`src/shared/rtc_map.svh`:
```
// Register offsets, field positions and timing counts of the clock configuration block.
// Functional notes
// - The enable bit and both value window halves accept writes only while the unlock bit is 1.
// - The configuration register returns to its reset state on power-on reset and nothing else.
// - The half-second flag is read-only and clears on a write of the low minutes/seconds half.
// - Bit 11 reads 0 in the first half of each second and 1 in the second half.
// - The clock output is driven only while the output enable in bit 10 is 1.
// - Bit 12 is set while a rollover can corrupt a value read; software reads twice to match.
// - Pointer 9:8: high 01 weekday, 10 month, 11 reserved; low 01 hours, 10 day, 11 year.
// - The pointer steps down by one on each access of the high window half and stops at 00.
`ifndef RTC_MAP_SVH
`define RTC_MAP_SVH

`define RTC_CFG_ADR        8'h00
`define RTC_VAL_ADR        8'h04
`define RTC_EN_BIT         15
`define RTC_UNLOCK_BIT     13
`define RTC_SYNC_BIT       12
`define RTC_HALF_BIT       11
`define RTC_OE_BIT         10
`define RTC_PTR_LSB        8
`define RTC_CFG_RESET      16'h0000
`define RTC_CLK_KHZ        200000
`define RTC_HALF_SEC_MS    500
`define RTC_HALF_SEC_CYC   (`RTC_HALF_SEC_MS * `RTC_CLK_KHZ)
`define RTC_SYNC_LEAD      32
`define RTC_SEC_MAX        8'h3b
`define RTC_MIN_MAX        8'h3b

`endif

```
`src/shared/rtc_pkg.sv`:
```
// Types shared by the clock configuration block.
`default_nettype none
package rtc_pkg;

  typedef struct packed {
    logic        cyc;
    logic        stb;
    logic        we;
    logic [3:0]  sel;
    logic [7:0]  adr;
    logic [31:0] dat;
  } rtc_wb_req_t;

  typedef struct packed {
    logic       en;
    logic       rsv;
    logic       unlock;
    logic       sync;
    logic       half;
    logic       oe;
    logic [1:0] ptr;
    logic [7:0] cal;
  } rtc_cfg_t;

endpackage
`default_nettype wire

```
`src/design/rtc_tick.sv`:
```
// Half-second phase divider with a one-cycle seconds tick and rollover warning.
`default_nettype none
module rtc_tick #(
  parameter int unsigned HALF_CYCLES = 100000000,
  parameter int unsigned SYNC_LEAD   = 32
) (
  // Clock and reset
  input  wire logic clk_i,
  input  wire logic rst_i,
  // Control
  input  wire logic run_i,
  input  wire logic clear_i,
  // Status
  output logic      half_o,
  output logic      tick_o,
  output logic      near_o
);
  localparam logic [31:0] LAST = 32'(2 * HALF_CYCLES - 1);

  logic [31:0] cnt;
  logic [31:0] next_cnt;

  always_comb
  begin
    next_cnt = cnt;
    if (clear_i)
      next_cnt = 32'h0;
    else if (run_i)
      next_cnt = (cnt == LAST) ? 32'h0 : cnt + 32'h1;
  end

  always_ff @(posedge clk_i)
  begin
    if (rst_i)
      cnt <= 32'h0;
    else
      cnt <= next_cnt;
  end

  // Phase and warning decode from the counter; the warning covers the last cycles before wrap.
  assign half_o = cnt >= 32'(HALF_CYCLES);
  assign tick_o = run_i && !clear_i && cnt == LAST;
  assign near_o = run_i && cnt >= 32'(2 * HALF_CYCLES - SYNC_LEAD);
endmodule
`default_nettype wire

```
`src/design/rtc_top.sv`:
```
// Clock configuration register, value window and Wishbone slave of the calendar block.
`include "rtc_map.svh"
`default_nettype none
module rtc_top #(
  parameter int unsigned HALF_SEC_CYCLES = `RTC_HALF_SEC_CYC,
  parameter int unsigned SYNC_LEAD       = `RTC_SYNC_LEAD
) (
  // Clock and resets
  input  wire logic                clk_i,
  input  wire logic                rst_i,
  input  wire logic                soft_rst_i,
  // Wishbone slave
  input  wire rtc_pkg::rtc_wb_req_t wb_req_i,
  output logic [31:0]              wb_dat_o,
  output logic                     wb_ack_o,
  // Clock output pin
  output logic                     clk_out_o,
  output logic                     clk_out_oe_o
);
  import rtc_pkg::*;

  ////////////////////////////////////////////////////////////////////////////////
  // State.
  rtc_cfg_t    cfg;
  rtc_cfg_t    next_cfg;
  rtc_cfg_t    live_cfg;
  logic [7:0]  fld [0:7];
  logic [7:0]  next_fld [0:7];
  logic        next_ack;
  logic [31:0] next_rdat;
  logic        next_clk_out;
  logic        next_clk_oe;
  logic        clr_div;
  logic        half;
  logic        tick;
  logic        near;
  logic        req;

  // Field slot for a pointer value and window half; slot 7 is the reserved one.
  function automatic logic [2:0] slot(input logic [1:0] ptr, input logic hi);
    return {ptr, hi};
  endfunction

  rtc_tick #(
    .HALF_CYCLES (HALF_SEC_CYCLES),
    .SYNC_LEAD   (SYNC_LEAD)
  ) u_tick (
    .clk_i   (clk_i),
    .rst_i   (rst_i),
    .run_i   (cfg.en),
    .clear_i (clr_div),
    .half_o  (half),
    .tick_o  (tick),
    .near_o  (near)
  );

  always_comb
  begin
    live_cfg      = cfg;
    live_cfg.rsv  = 1'b0;
    live_cfg.sync = near;
    live_cfg.half = half;
  end

  assign req = wb_req_i.cyc && wb_req_i.stb && !wb_ack_o;

  ////////////////////////////////////////////////////////////////////////////////
  // Next-state logic.
  always_comb
  begin
    next_cfg  = cfg;
    next_fld  = fld;
    next_ack  = req;
    next_rdat = wb_dat_o;
    clr_div   = 1'b0;
    // Seconds and minutes advance on the tick; a software write below overrides.
    if (tick)
    begin
      if (fld[0] == `RTC_SEC_MAX)
      begin
        next_fld[0] = 8'h00;
        next_fld[1] = (fld[1] == `RTC_MIN_MAX) ? 8'h00 : fld[1] + 8'h01;
      end
      else
        next_fld[0] = fld[0] + 8'h01;
    end
    if (req)
    begin
      case (wb_req_i.adr)
        `RTC_CFG_ADR:
        begin
          next_rdat = {16'h0000, live_cfg};
          if (wb_req_i.we && wb_req_i.sel[1])
          begin
            if (cfg.unlock)
              next_cfg.en = wb_req_i.dat[`RTC_EN_BIT];
            next_cfg.unlock = wb_req_i.dat[`RTC_UNLOCK_BIT];
            next_cfg.oe     = wb_req_i.dat[`RTC_OE_BIT];
            next_cfg.ptr    = wb_req_i.dat[`RTC_PTR_LSB +: 2];
          end
          if (wb_req_i.we && wb_req_i.sel[0])
            next_cfg.cal = wb_req_i.dat[7:0];
        end
        `RTC_VAL_ADR:
        begin
          next_rdat = {16'h0000, fld[slot(cfg.ptr, 1'b1)], fld[slot(cfg.ptr, 1'b0)]};
          if (wb_req_i.we && cfg.unlock)
          begin
            if (wb_req_i.sel[1] && cfg.ptr != 2'b11)
              next_fld[slot(cfg.ptr, 1'b1)] = wb_req_i.dat[15:8];
            if (wb_req_i.sel[0])
              next_fld[slot(cfg.ptr, 1'b0)] = wb_req_i.dat[7:0];
            if (wb_req_i.sel[0] && cfg.ptr == 2'b00)
              clr_div = 1'b1;
          end
          if (wb_req_i.sel[1] && cfg.ptr != 2'b00)
            next_cfg.ptr = cfg.ptr - 2'b01;
        end
        default:
          next_rdat = 32'h0000_0000;
      endcase
    end
    next_clk_oe  = cfg.oe;
    next_clk_out = cfg.oe && half;
  end

  ////////////////////////////////////////////////////////////////////////////////
  // Registers. Only rst_i, the power-on reset, touches the configuration.
  always_ff @(posedge clk_i)
  begin
    if (rst_i)
    begin
      cfg          <= `RTC_CFG_RESET;
      fld          <= '{default: 8'h00};
      wb_ack_o     <= 1'b0;
      wb_dat_o     <= 32'h0000_0000;
      clk_out_o    <= 1'b0;
      clk_out_oe_o <= 1'b0;
    end
    else
    begin
      cfg          <= next_cfg;
      fld          <= next_fld;
      wb_ack_o     <= next_ack && !soft_rst_i;
      wb_dat_o     <= next_rdat;
      clk_out_o    <= next_clk_out;
      clk_out_oe_o <= next_clk_oe;
    end
  end

  logic        wr_cfg_hi;
  logic        acc_val_hi;
  logic [63:0] fld_flat;
  assign wr_cfg_hi  = req && wb_req_i.we && wb_req_i.adr == `RTC_CFG_ADR && wb_req_i.sel[1];
  assign acc_val_hi = req && wb_req_i.adr == `RTC_VAL_ADR && wb_req_i.sel[1];

  // Flat copy of the field store so that the checks can sample it as one vector.
  for (genvar g = 0; g < 8; g++)
  begin : g_fld_flat
    assign fld_flat[8*g +: 8] = fld[g];
  end
endmodule
`default_nettype wire

```
`config.mk`:
```
export PLATFORM = sky130hd
export DESIGN_NAME = rtc_top
export DESIGN_NICKNAME = d
export VERILOG_FILES = /design/src/shared/rtc_pkg.sv /design/src/design/rtc_tick.sv /design/src/design/rtc_top.sv
export VERILOG_INCLUDE_DIRS = /design/src /design/src/shared
export SDC_FILE = /design/constraint.sdc
export NUM_CORES = 1
export LEC_CHECK = 0
export ABC_AREA = 1
export BUFFER_PORTS_ARGS = -buffer_cell sky130_fd_sc_hd__buf_2
export CAP_MARGIN = 5
export CORE_ASPECT_RATIO = 1.75
export CORE_UTILIZATION = 64
export DETAILED_ROUTE_END_ITERATION = 8
export PLACE_DENSITY = 0.95
export REMOVE_ABC_BUFFERS = 1
export SYNTH_ARGS = -nofsm -noshare
export SYNTH_HDL_FRONTEND = slang
export SYNTH_HIERARCHICAL = 1
export SYNTH_SLANG_ARGS = --single-unit
```
`constraint.sdc`:
```
create_clock -name clk_i -period 6.8 [get_ports clk_i]
set_clock_uncertainty 0.05 [all_clocks]
set_input_delay 0.34 -clock clk_i [delete_from_list [all_inputs] [get_ports clk_i]]
set_output_delay 0.34 -clock clk_i [all_outputs]
set_load 0.05 [all_outputs]
```
## Word-level counts from Yosys, hierarchy flattened

Cells that the tools add are included.

| cells by class | value |
|---|---|
| add/subtract/negate cells | 4 |
| multiply operators | 0 |
| div/mod/pow operators | 0 |
| order comparisons | 6 |
| equality and inequality tests | 7 |
| shift operators | 0 |
| mux-type cells | 33 |
| bitwise logic cells | 2 |
| reduce and logical (&&, ||, !) cells | 28 |

Operators by type and width:

| cell | count |
|---|---|
| 64-bit 2-to-1 mux | 8 |
| 64-bit bitwise mux | 2 |
| 8-bit 2-to-1 mux | 9 |
| 8-bit binary-select mux with 3-bit select | 2 |
| 8-bit demux with 3-bit select | 2 |
| 32-bit by 1-bit adder with 32-bit output, second input constant | 1 |
| 32-bit by 28-bit equality test with 1-bit output, second input constant | 1 |
| 32-bit by 27-bit >= comparator with 1-bit output, second input constant | 1 |
| 32-bit by 28-bit >= comparator with 1-bit output, second input constant | 1 |
| 32-bit 2-to-1 mux | 1 |
| 16-bit case mux with 2 select lines | 1 |
| 8-bit by 1-bit adder with 8-bit output, second input constant | 2 |
| 8-bit by 6-bit equality test with 1-bit output, second input constant | 2 |
| 16-bit 2-to-1 mux | 1 |
| 1-bit logical AND | 15 |
| 3-bit AND reduction | 3 |
| 8-bit by 3-bit equality test with 1-bit output, second input constant | 1 |
| 4-bit >= comparator, second input constant | 2 |
| 8-bit zero test | 1 |
| 4-bit by 1-bit < comparator with 1-bit output, second input constant | 2 |
| 3-bit NOT with 4-bit output | 2 |
| 4-bit AND reduction | 2 |
| 2-bit inequality test, second input constant | 3 |
| 1-bit 2-to-1 mux | 4 |
| 7 further kinds | 11 |

| word-level totals | value |
|---|---|
| register bits | 144 |
| latch bits | 0 |
| memory bits (writable) | 0 |
| ROM bits | 0 |
| bits of input ports | 50 |
| logic and storage cells | 98 |
| memories | 0 |

## Logic depth before layout (Yosys ltp)

Gate-level depths: netlist (run 1).

| logic depth | value |
|---|---|
| depth after elaboration | 20 |
| gate-level depth with buffers | 16 |

## Cells and area by module

The synthesis (run 1) kept the hierarchy.

By module, submodules not included:

| module | instances | cells each | area each (µm²) | sequential area each (µm²) |
|---|---|---|---|---|
| rtc_top | 1 | 826 | 5,241.3 | 1,921.8 |
| rtc_tick | 1 | 336 | 2,109.5 | 640.6 |

## Least setup slack after synthesis (run 1)

No wires, ideal clock.

| timing path | value |
|---|---|
| kind | register to register |
| start point | register cfg[9] (netlist bit) |
| end point | register fld[63] (netlist bit) |
| setup time | 0.070 ns |
| arrival | 2.595 ns |
| required time | 6.680 ns |
| path slack | 4.085 ns |
| cell stages (with the launch flop) | 17 |
| path buffers | 3 |
| clock period less this slack | 2.715 ns |
| path through | dfxtp_1 buf_4 clkinv_1 buf_2 ha_1 nand2_1 nor2_1 nand2_1 inv_1 nor4_1 clkbuf_1 nand2_1 nor2_1 nand3_1 nand2_1 nand2_1 a21oi_1 |

| between the ends | value |
|---|---|
| longest elaborated chain between the ends | 20 |
| elaborated cells between the ends (all ways) | 34 |
| those cells by class | 4 x order compare; 1 x eq/ne; 19 x mux; 2 x bitwise; 8 x reduce/logical |

RTL lines:

| item | line | RTL |
|---|---|---|
| from (decl) | rtc_top.sv:24 | `rtc_cfg_t cfg;` |
| from (signal assigned) | rtc_top.sv:133 | `` cfg <= `RTC_CFG_RESET; `` |
| from (signal assigned) | rtc_top.sv:142 | `cfg <= next_cfg;` |
| 2-bit zero test (*) | rtc_top.sv:113 | `if (wb_req_i.sel[0] && cfg.ptr == 2'b00)` |
| 1-bit logical AND (*) | rtc_top.sv:113 |  |
| 1-bit 2-to-1 mux (*) | rtc_top.sv:113 |  |
| 1-bit 2-to-1 mux (*) | rtc_top.sv:107 | `if (wb_req_i.we && cfg.unlock)` |
| 1-bit 2-to-1 mux (*) | rtc_top.sv:89 | `case (wb_req_i.adr)` |
| 1-bit 2-to-1 mux (*) | rtc_top.sv:87 | `if (req)` |
| named net clr_div | rtc_top.sv:33 | `logic clr_div;` |
| 1-bit zero test (*) | rtc_tick.sv:42 | `assign tick_o = run_i && !clear_i && cnt == LAST;` |
| [2 not listed] | n/a |  |
| named net tick | rtc_top.sv:35 | `logic tick;` |
| [3 not listed] | n/a |  |
| 64-bit 2-to-1 mux | rtc_top.sv:107 |  |
| 64-bit 2-to-1 mux | rtc_top.sv:89 |  |
| 64-bit 2-to-1 mux | rtc_top.sv:87 |  |
| 64-bit bitwise mux | rtc_top.sv:112 | `next_fld[slot(cfg.ptr, 1'b0)] = wb_req_i.dat[7:0];` |
| 64-bit 2-to-1 mux | rtc_top.sv:111 | `if (wb_req_i.sel[0])` |
| 64-bit 2-to-1 mux | rtc_top.sv:107 |  |
| 64-bit 2-to-1 mux | rtc_top.sv:89 |  |
| 64-bit 2-to-1 mux (*) | rtc_top.sv:87 |  |
| to (signal assigned) | rtc_top.sv:143 | `fld <= next_fld;` |
| to (decl) | rtc_top.sv:27 | `logic [7:0] fld [0:7];` |

The timed path passes the listed nets; every way through them passes the cells marked *. The select of a mux whose other input is x is not followed.
A chain may end at the register's enable or synchronous reset.

## Worst setup path in the final report (run 1)

| timing path | value |
|---|---|
| start point | register cfg[9] (netlist bit) |
| end point | register fld[49] (netlist bit) |

The elaborated chain is that of the path after synthesis.

==> out/qor.yml, run 1 <==
overflow: 0
wire_per_inst_um: 15.5
dr_total_vias: 7565
cts_buffer_depth: 2
rsz0062_at_grt: "no"
period_needed_ns: 4.40
area_delta_synth_final_pct: 11.1
worst_pin_slew_ns: 1.11
grt_pass1_wl_um: 34000
grt_pass1_vias: 7354
postLayoutCellArea_um2: 8170
synth_mux_area_share_pct: 0
place_hpwl_um: 13800
drt-pass1-iter-count: 5
ys_seq_elements: 128
postCtsSetupRepairBufs: 0
cts_max_level: 4
ys_warn_count: 6
slowest_stage: "dfxtp_1"
insertion_delay_ns: 0.42
relSlewSlack_pct: 26.0
dpl_cell_area_um2: 7520
critical_path_required_ns: 7.11
synthAdderAreaFrac_pct: 1.36
peakVddDrop_v: 0.000240
fin_crit_sh_pct: 64.7
clk_pin_slew_worst_paths_ns: 0.06
synth_top_cell_by_area: "dfxtp_1"
avgSynthCellArea_um2: 6.33
numClockSinks: 128
drc_errors: 0
cp-end-kind: "flip-flop"
syn_inst: 1162
gr-usage-all-layers_pct: 36.3
worstSetupStartpointType: "flip-flop"
synth_area_um2: 7350
diodes: 0
viasPerCell: 5.64
cts_tree: "yes"
ys_top_cells_by_area: "dfxtp_1, nand2_1, nor2_1"
routabilityCongestion: 0.980
final_max_slew_viol_count: 0
ys_types: 34
die_x_um: 83.0
critPathMaxFanout: 20
crit_family: "buffers and inverters"
synth_top_family_by_area: "simple AND/OR/NAND/NOR gates"
grt_max_degree: 65
power_per_cell_area_nw_per_um2: 223
final_nets: 1255
cts_hold_buf: 0
initial_utilization_pct: 65.8
die-height_um: 144
critPathBufInv: 4
layout_common_cells: "nand2_1, nor2_1, inv_1"
synthXorXnorAreaFrac_pct: 1.43
die-area_um2: 11900
num_io_pins: 85
wl_um: 20700
postRouteAntennaNets: 0
slowest_delay_ns: 0.92
path_cells: "clkinv_1 -> ha_1 -> nand2_1 -> nor2_1 -> nand2_1 -> inv_1 -> nor4_2 -> buf_4 -> clkinv_1 -> nor2_1 -> nand2_1 -> nand3_1 -> nand2_1 -> nor2_1"
cts_root_buf: "clkbuf_16"
status: "finished clean"
rows: 51
fmax_ghz: 0.227
initialDrtViolationCount: 583
mostFrequentLayoutCell: "nand2_1"
setup_viol: 0
final_hold_viol_count: 0
min_path_type: "in2reg"
p_leak_nw: 3.62
portBuffers: 50
maxCapViolations: 0
core_um2: 11200
yosys.area_share.simple_pct: 38.9
numCtsBuffers: 17
synth_top_area_share_pct: 34.9
worstSetupPathType: "reg2reg"
cpMostUsedCell: "nand2_1"
synth_compound_area_share_pct: 10.7
post_cts_resized: 0
arrival_ns: 4.72
ys_seq_area_share_pct: 34.9
antenna_found_initial: 0
drive_gt1_share_pct: 12.6
tns_ns: 0
## area by class of cell
cell class                      instances  area [um2]
Inverter                              157         589
Sequential cell                       128        2560
Multi-Input combinational cell        838        3920
Tap cell                              132         165
Fill cell                             861        3000
Timing Repair Buffer                   55         288
Clock inverter                         12         181
Clock buffer                           20         467
## per-stage QoR
| stage | util [%] | hold slack (ns) | setup WS [ns] | instances | total power [mW] |
|---|---|---|---|---|---|
| after floorplan | - | 0.350 | 2.85 | 1123 | 0.806 |
| after global placement | 67.4 | 0.357 | 2.70 | 1310 | 0.833 |
| after detailed placement | 67.4 | 0.359 | 2.67 | 1310 | 0.834 |
| after CTS | 73.2 | 0.0217 | 2.55 | 1342 | 1.82 |
| after global routing | 73.2 | 0.0275 | 2.18 | 1342 | 1.86 |
| final | 73.2 | 0.0236 | 2.40 | 1342 | 1.82 |
## path summary, 6_finish.rpt
| kind | from | to | slack (ns) | depth (start not counted) |
|---|---|---|---|---|
| setup / recovery | cfg[9] | fld[49] | 2.40 | 14 |
| hold / removal | soft_rst_i | wb_ack_o | 0.02 | 2 |
| setup reg to reg | cfg[9] | fld[49] | 2.40 | 14 |
| hold reg to reg | flip-flop | flip-flop | 0.37 | 2 |
## Yosys cell counts
library cell  number
o21bai_1           1
clkinv_1           3
nor3_4             1
o21ai_0           64
o221ai_1           1
buf_4             21
nor4_1             2
nor2_8             1
nand2_1          275
xnor2_1            2
clkbuf_1          17
conb_1             1
nand2_2           18
nor2_2            23
nand3_1           72
a21o_1             1
a31oi_1            4
nand3_4            5
a21oi_1           82
inv_2              4
nor3_1             5
xor2_1            10
ha_1               8
inv_1            150
nand2_4            1
nor2_1           218
or2_2              1
nor2_4             8
nand3_2            3
buf_2              9
nand4_1           15
dfxtp_1          128
buf_6              7
o21ai_1            1
## power breakdown
| group | switching (mW) | internal [mW] | total [mW] |
|---|---|---|---|
| clock | 0.354 | 0.645 | 0.998 |
| sequential | 0.0000945 | 0.750 | 0.750 |
| combinational | 0.0574 | 0.0126 | 0.0700 |
## kinds of logic (layout without fill, tap and decap cells)
family / count (synthesis) / in the layout
flip-flops: 128 / 128
AND/OR/NAND/NOR: 648 / 648
buffers and inverters: 211 / 244
XOR/XNOR: 12 / 12
other: 1 / 16
adder cells (fa/ha/maj): 8 / 8
AO/OA/AOI/OAI: 154 / 154
## worst reg2reg max path, stage by stage (launching register included)
cell and delay [ns]:
dfxtp_1 0.92, clkinv_1 0.91, ha_1 0.53, nand2_1 0.15, nor2_1 0.09, nand2_1 0.07
inv_1 0.07, nor4_2 0.37, buf_4 0.27, clkinv_1 0.27, nor2_1 0.31, nand2_1 0.10
nand3_1 0.08, nand2_1 0.06, nor2_1 0.12
## routing by layer
layer	GRT usage [%]	up-vias	routed length [um]
li1	-	3656	-
met1	34.8	3424	7060
met2	67.0	370	11000
met3	7.64	115	1400
met4	28.0	0	1330
met5	0	-	0
Note: power is estimated with default switching activity, not from simulation.
==> inputs of run 2 (changes only) <==
--- a/config.mk
+++ b/config.mk
@@ -10,9 +10,9 @@
 export BUFFER_PORTS_ARGS = -buffer_cell sky130_fd_sc_hd__buf_2
 export CAP_MARGIN = 5
 export CORE_ASPECT_RATIO = 1.75
-export CORE_UTILIZATION = 64
+export CORE_UTILIZATION = 59
 export DETAILED_ROUTE_END_ITERATION = 8
-export PLACE_DENSITY = 0.95
+export PLACE_DENSITY = 0.9
 export REMOVE_ABC_BUFFERS = 1
 export SYNTH_ARGS = -nofsm -noshare
 export SYNTH_HDL_FRONTEND = slang
==> constraint.sdc (replaced) <==
create_clock -name clk_i -period 4.21 [get_ports clk_i]
set_clock_uncertainty 0.05 [all_clocks]
set_input_delay 0.2105 -clock clk_i [delete_from_list [all_inputs] [get_ports clk_i]]
set_output_delay 0.2105 -clock clk_i [all_outputs]
set_load 0.05 [all_outputs]
==> out/qor.yml, run 2 (synthesis results as in run 1) <==
status: "finished clean"
cts_root_buf: "clkbuf_16"
power_frac_seq_pct: 41.5
fin_util_pct: 68.3
peakVddDrop_v: 0.000468
insertion_delay_ns: 0.42
maxCapViolations: 0
dp_cells: 1348
clk_pin_slew_worst_paths_ns: 0.06
fmax_ghz: 0.335
diodes: 0
postRouteAntennaNets: 0
min_path_type: "in2reg"
dr_total_vias: 7468
timing.rr.end: "fld[51]"
gr-usage-all-layers_pct: 33.0
cts_tree: "yes"
cts_max_level: 4
drc_errors: 0
antenna_found_initial: 0
reg2reg_from: "cfg[9]"
routabilityCongestion: 1.00
post_cts_resized: 0
gr-max-usage-layer: "met2"
path_cells: "buf_4 -> clkinv_1 -> ha_1 -> nand2_1 -> nor2_1 -> nand2_1 -> inv_1 -> nor4_2 -> buf_4 -> clkinv_1 -> nor2_1 -> o21ai_0 -> nand2_1 -> a21oi_1"
worstSetupPathType: "reg2reg"
grt_pass1_wl_um: 33200
num_io_pins: 85
clockPowerShare_pct: 54.6
initialDrtViolationCount: 493
fill_cells: 1046
p_int_mw: 2.26
worst_pin_slew_ns: 1.09
setup_viol: 0
viasPerCell: 5.41
use_met1_pct: 32.3
rsz0062_at_grt: "no"
arrival_ns: 3.24
tns_ns: 0
die-area_um2: 12900
fin_crit_sh_pct: 71.0
swShare_pct: 22.7
layout_common_cells: "nand2_1, nor2_1, inv_1"
core_um2: 12100
hold_depth: 3
p_sw_uw: 662
r2r_slack_ns: 1.22
critPathMaxFanout: 20
final_hold_viol_count: 0
layout.cells.non_filler: 1381
overflow: 0
min_from: "wb_req_i[11]"
cpMostUsedCell: "nand2_1"
grt_max_degree: 65
grtUsageMet3_pct: 6.45
cp-end-kind: "flip-flop"
power_per_cell_area_nw_per_um2: 354
rows: 53
critical_path_required_ns: 4.46
place_hpwl_um: 13600
final_max_slew_viol_count: 0
slowest_delay_ns: 0.31
drive_gt1_share_pct: 12.9
grt_pass1_vias: 7276
die_x_um: 86.4
slowest_stage: "nor2_1"
mostFrequentLayoutCell: "nand2_1"
initial_utilization_pct: 60.9
worstSetupStartpointType: "flip-flop"
final_nets: 1261
period_needed_ns: 2.99
pwr-share-comb_pct: 3.9
critPathBufInv: 5
wl_um: 20200
numCtsBuffers: 17
die-height_um: 150
area_delta_synth_final_pct: 12.2
wire_per_inst_um: 14.7
reg2reg_depth: 14
p_leak_nw: 3.64
cts_buffer_depth: 2
crit_family: "buffers and inverters"
met2_usage_pct: 60.3
relSlewSlack_pct: 27.2
numClockSinks: 128
portBuffers: 50
drt-pass1-iter-count: 7
## run 2: through the flow
stage	total power [mW]	hold slack, ns	setup slack [ns]	instance area [um2]
after global routing	3.00	0.0145	1.04	8250
after floorplan	1.30	0.230	0.257	7060
after CTS	2.92	0.00740	1.27	8250
after global placement	1.35	0.325	1.46	7600
after detailed placement	1.35	0.327	1.39	7600
final	2.92	0.00782	1.22	8250
## run 2: worst max-delay path by stage
stage	from	to	slack (ns)	depth (start not counted)
after global placement	cfg[9]	fld[51]	1.46	14
after global routing	cfg[9]	fld[49]	1.04	15
after CTS	cfg[9]	fld[51]	1.27	14
after detailed placement	cfg[9]	fld[49]	1.39	15
after floorplan	cfg[8]	fld[51]	0.26	12
final	cfg[9]	fld[51]	1.22	14
## run 2: per-layer routing
| metal | vias up | part of all wire, % |
|---|---|---|
| met5 | - | 0 |
| met4 | 0 | 6.9 |
| met3 | 114 | 6.4 |
| met2 | 333 | 52 |
| met1 | 3356 | 34 |
| li1 | 3665 | - |
## run 2: power groups by stage
stage | clock network, mW | logic, mW | registers [mW]
finish | 1.60 | 0.115 | 1.21
global route | 1.66 | 0.122 | 1.21
CTS | 1.60 | 0.112 | 1.21
detailed placement | 0 | 0.111 | 1.24
global placement | 0 | 0.110 | 1.24
floorplan | 0 | 0.0620 | 1.24
## run 2: timing repair
action / in CTS / in global routing
hold endpoints to repair: 1 / 0
hold buffers: 1 / 0
buffers inserted: 0 / 0
## run 2: cell type report
cell class                      count  area, um2  area share [%]
Tap cell                          165        206            2.50
Multi-Input combinational cell    838       3920            47.5
Timing Repair Buffer               61        335            4.07
Clock buffer                       20        457            5.54
Clock inverter                     12        181            2.20
Sequential cell                   128       2560            31.1
Inverter                          157        589            7.15
## run 2: worst min-delay path, cell delays in order
cell    delay, ns
buf_2        0.10
nor2_1       0.04
nor2_1       0.08
==> inputs of run 3 (changes only) <==
--- a/config.mk
+++ b/config.mk
@@ -10,9 +10,9 @@
 export BUFFER_PORTS_ARGS = -buffer_cell sky130_fd_sc_hd__buf_2
 export CAP_MARGIN = 5
 export CORE_ASPECT_RATIO = 1.75
-export CORE_UTILIZATION = 59
+export CORE_UTILIZATION = 53
 export DETAILED_ROUTE_END_ITERATION = 8
-export PLACE_DENSITY = 0.9
+export PLACE_DENSITY = 0.86
 export REMOVE_ABC_BUFFERS = 1
 export SYNTH_ARGS = -nofsm -noshare
 export SYNTH_HDL_FRONTEND = slang
==> constraint.sdc (replaced) <==
create_clock -name clk_i -period 2.68 [get_ports clk_i]
set_clock_uncertainty 0.05 [all_clocks]
set_input_delay 0.134 -clock clk_i [delete_from_list [all_inputs] [get_ports clk_i]]
set_output_delay 0.134 -clock clk_i [all_outputs]
set_load 0.05 [all_outputs]
==> out/qor.yml, run 3 (synthesis results as in run 1) <==
status: "finished clean"
peakVddDrop_v: 0.000396
maxCapViolations: 0
p_int_mw: 3.76
initialDrtViolationCount: 520
pwr-share-comb_pct: 4.2
postRouteAntennaNets: 0
power.total_mw: 4.78
cts_buffer_depth: 2
die-height_um: 158
mostFrequentLayoutCell: "nand2_1"
place_hpwl_um: 14400
grtUsageMet3_pct: 5.38
grt_pass1_vias: 7313
cts_root_buf: "clkbuf_16"
final_nets: 1281
layout_common_cells: "nand2_1, nor2_1, inv_1"
use_met1_pct: 27.0
rows: 56
gr-max-usage-layer: "met2"
viasPerCell: 5.36
critPathMaxFanout: 13
setup_viol: 0
tns_ns: 0
grt_max_degree: 37
swShare_pct: 21.4
cp-end-kind: "flip-flop"
postCtsSetupRepairBufs: 0
die_x_um: 91.0
numCtsBuffers: 17
antenna_found_initial: 0
overflow: 0
grt_pass1_wl_um: 32900
drive_gt1_share_pct: 13.2
clk_pin_slew_worst_paths_ns: 0.06
rsz0062_at_grt: "no"
hold_depth: 3
reg2reg_depth: 11
fill_cells: 1205
drc_errors: 0
cts_tree: "yes"
insertion_delay_ns: 0.42
wl_um: 20500
fmax_ghz: 0.409
min_path_type: "in2reg"
power_per_cell_area_nw_per_um2: 562
gr-usage-all-layers_pct: 29.2
initial_utilization_pct: 54.6
portBuffers: 50
clockPowerShare_pct: 56.0
relSlewSlack_pct: 58.4
power_frac_seq_pct: 39.8
worstSetupStartpointType: "flip-flop"
critical_path_required_ns: 2.93
num_io_pins: 85
period_needed_ns: 2.44
area_delta_synth_final_pct: 15.7
dr_total_vias: 7558
fin_crit_sh_pct: 91.2
p_sw_mw: 1.03
final_max_slew_viol_count: 0
core_um2: 13500
worst_pin_slew_ns: 0.622
post_cts_resized: 0
cts_max_level: 4
diodes: 0
numClockSinks: 128
drt-pass1-iter-count: 5
die-area_um2: 14400
routabilityCongestion: 0.975
wire_per_inst_um: 14.5
final_hold_viol_count: 0
fin_util_pct: 63.2
met2_usage_pct: 56.6
p_leak_nw: 3.75
worstSetupPathType: "reg2reg"
arrival_ns: 2.69
-- run 3: cell count changes in the layout (fill, tap and decap cells not counted), sizes merged --
cell,change
dlygate4sd3,+14
bufinv,+2
inv,-1
clkinvlp,+1
clkinv,-2
buf,+6
-- run 3: final cells by class --
type / instances / area (um2) / share of cell area, %
multi-input combinational: 838 / 3920 / 46.0
sequential: 128 / 2560 / 30.1
inverter: 157 / 589 / 6.93
timing repair buffer: 81 / 533 / 6.27
clock buffer: 20 / 457 / 5.37
clock inverter: 12 / 230 / 2.71
tap: 174 / 218 / 2.56
-- run 3: power groups by stage --
stage | Combinational (mW) | Sequential [mW] | Clock [mW]
after global placement | 0.177 | 1.95 | 0
final | 0.200 | 1.90 | 2.68
after detailed placement | 0.178 | 1.95 | 0
after global routing | 0.213 | 1.90 | 2.80
after floorplan | 0.0973 | 1.95 | 0
after CTS | 0.195 | 1.90 | 2.71
-- run 3: per-layer routing --
layer,wire length [um],vias up
met5,0,-
met4,1310,0
met3,1070,112
met2,10900,319
met1,7150,3430
li1,-,3697
-- run 3: path summary, 6_finish.rpt --
path / startpoint / to / slack [ns]
setup reg to reg: u_tick/cnt[1] / fld[52] / 0.24
hold / removal: wb_req_i[9] / fld[49] / 0.02
hold reg to reg: flip-flop / flip-flop / 0.37
setup / recovery: u_tick/cnt[1] / fld[52] / 0.24
-- run 3: critical path, stage by stage, from the launching register on --
cell	delay, ns
dfxtp_1	0.37
ha_1	0.22
nand2_1	0.08
nor2_1	0.20
nand2_2	0.12
nor4_2	0.37
buf_12	0.18
clkinv_1	0.17
nor2_1	0.26
o21ai_0	0.16
nand2_1	0.09
a21oi_1	0.05
-- run 3: stage by stage --
stage	setup slack, ns	instances	hold slack [ns]	instance area [um2]
after global placement	0.341	1363	0.259	7670
final	0.236	1410	0.0230	8510
after CTS	0.224	1409	0.000657	8500
after detailed placement	0.293	1363	0.261	7670
after floorplan	-1.27	1123	0.153	7060
after global routing	0.0825	1410	0.00512	8510
-- run 3: repair_timing --
item                                    4_1_cts  5_1_grt
hold buffers                                 14        1
hold endpoints to repair                     37        1
endpoints found under the setup margin        0        0
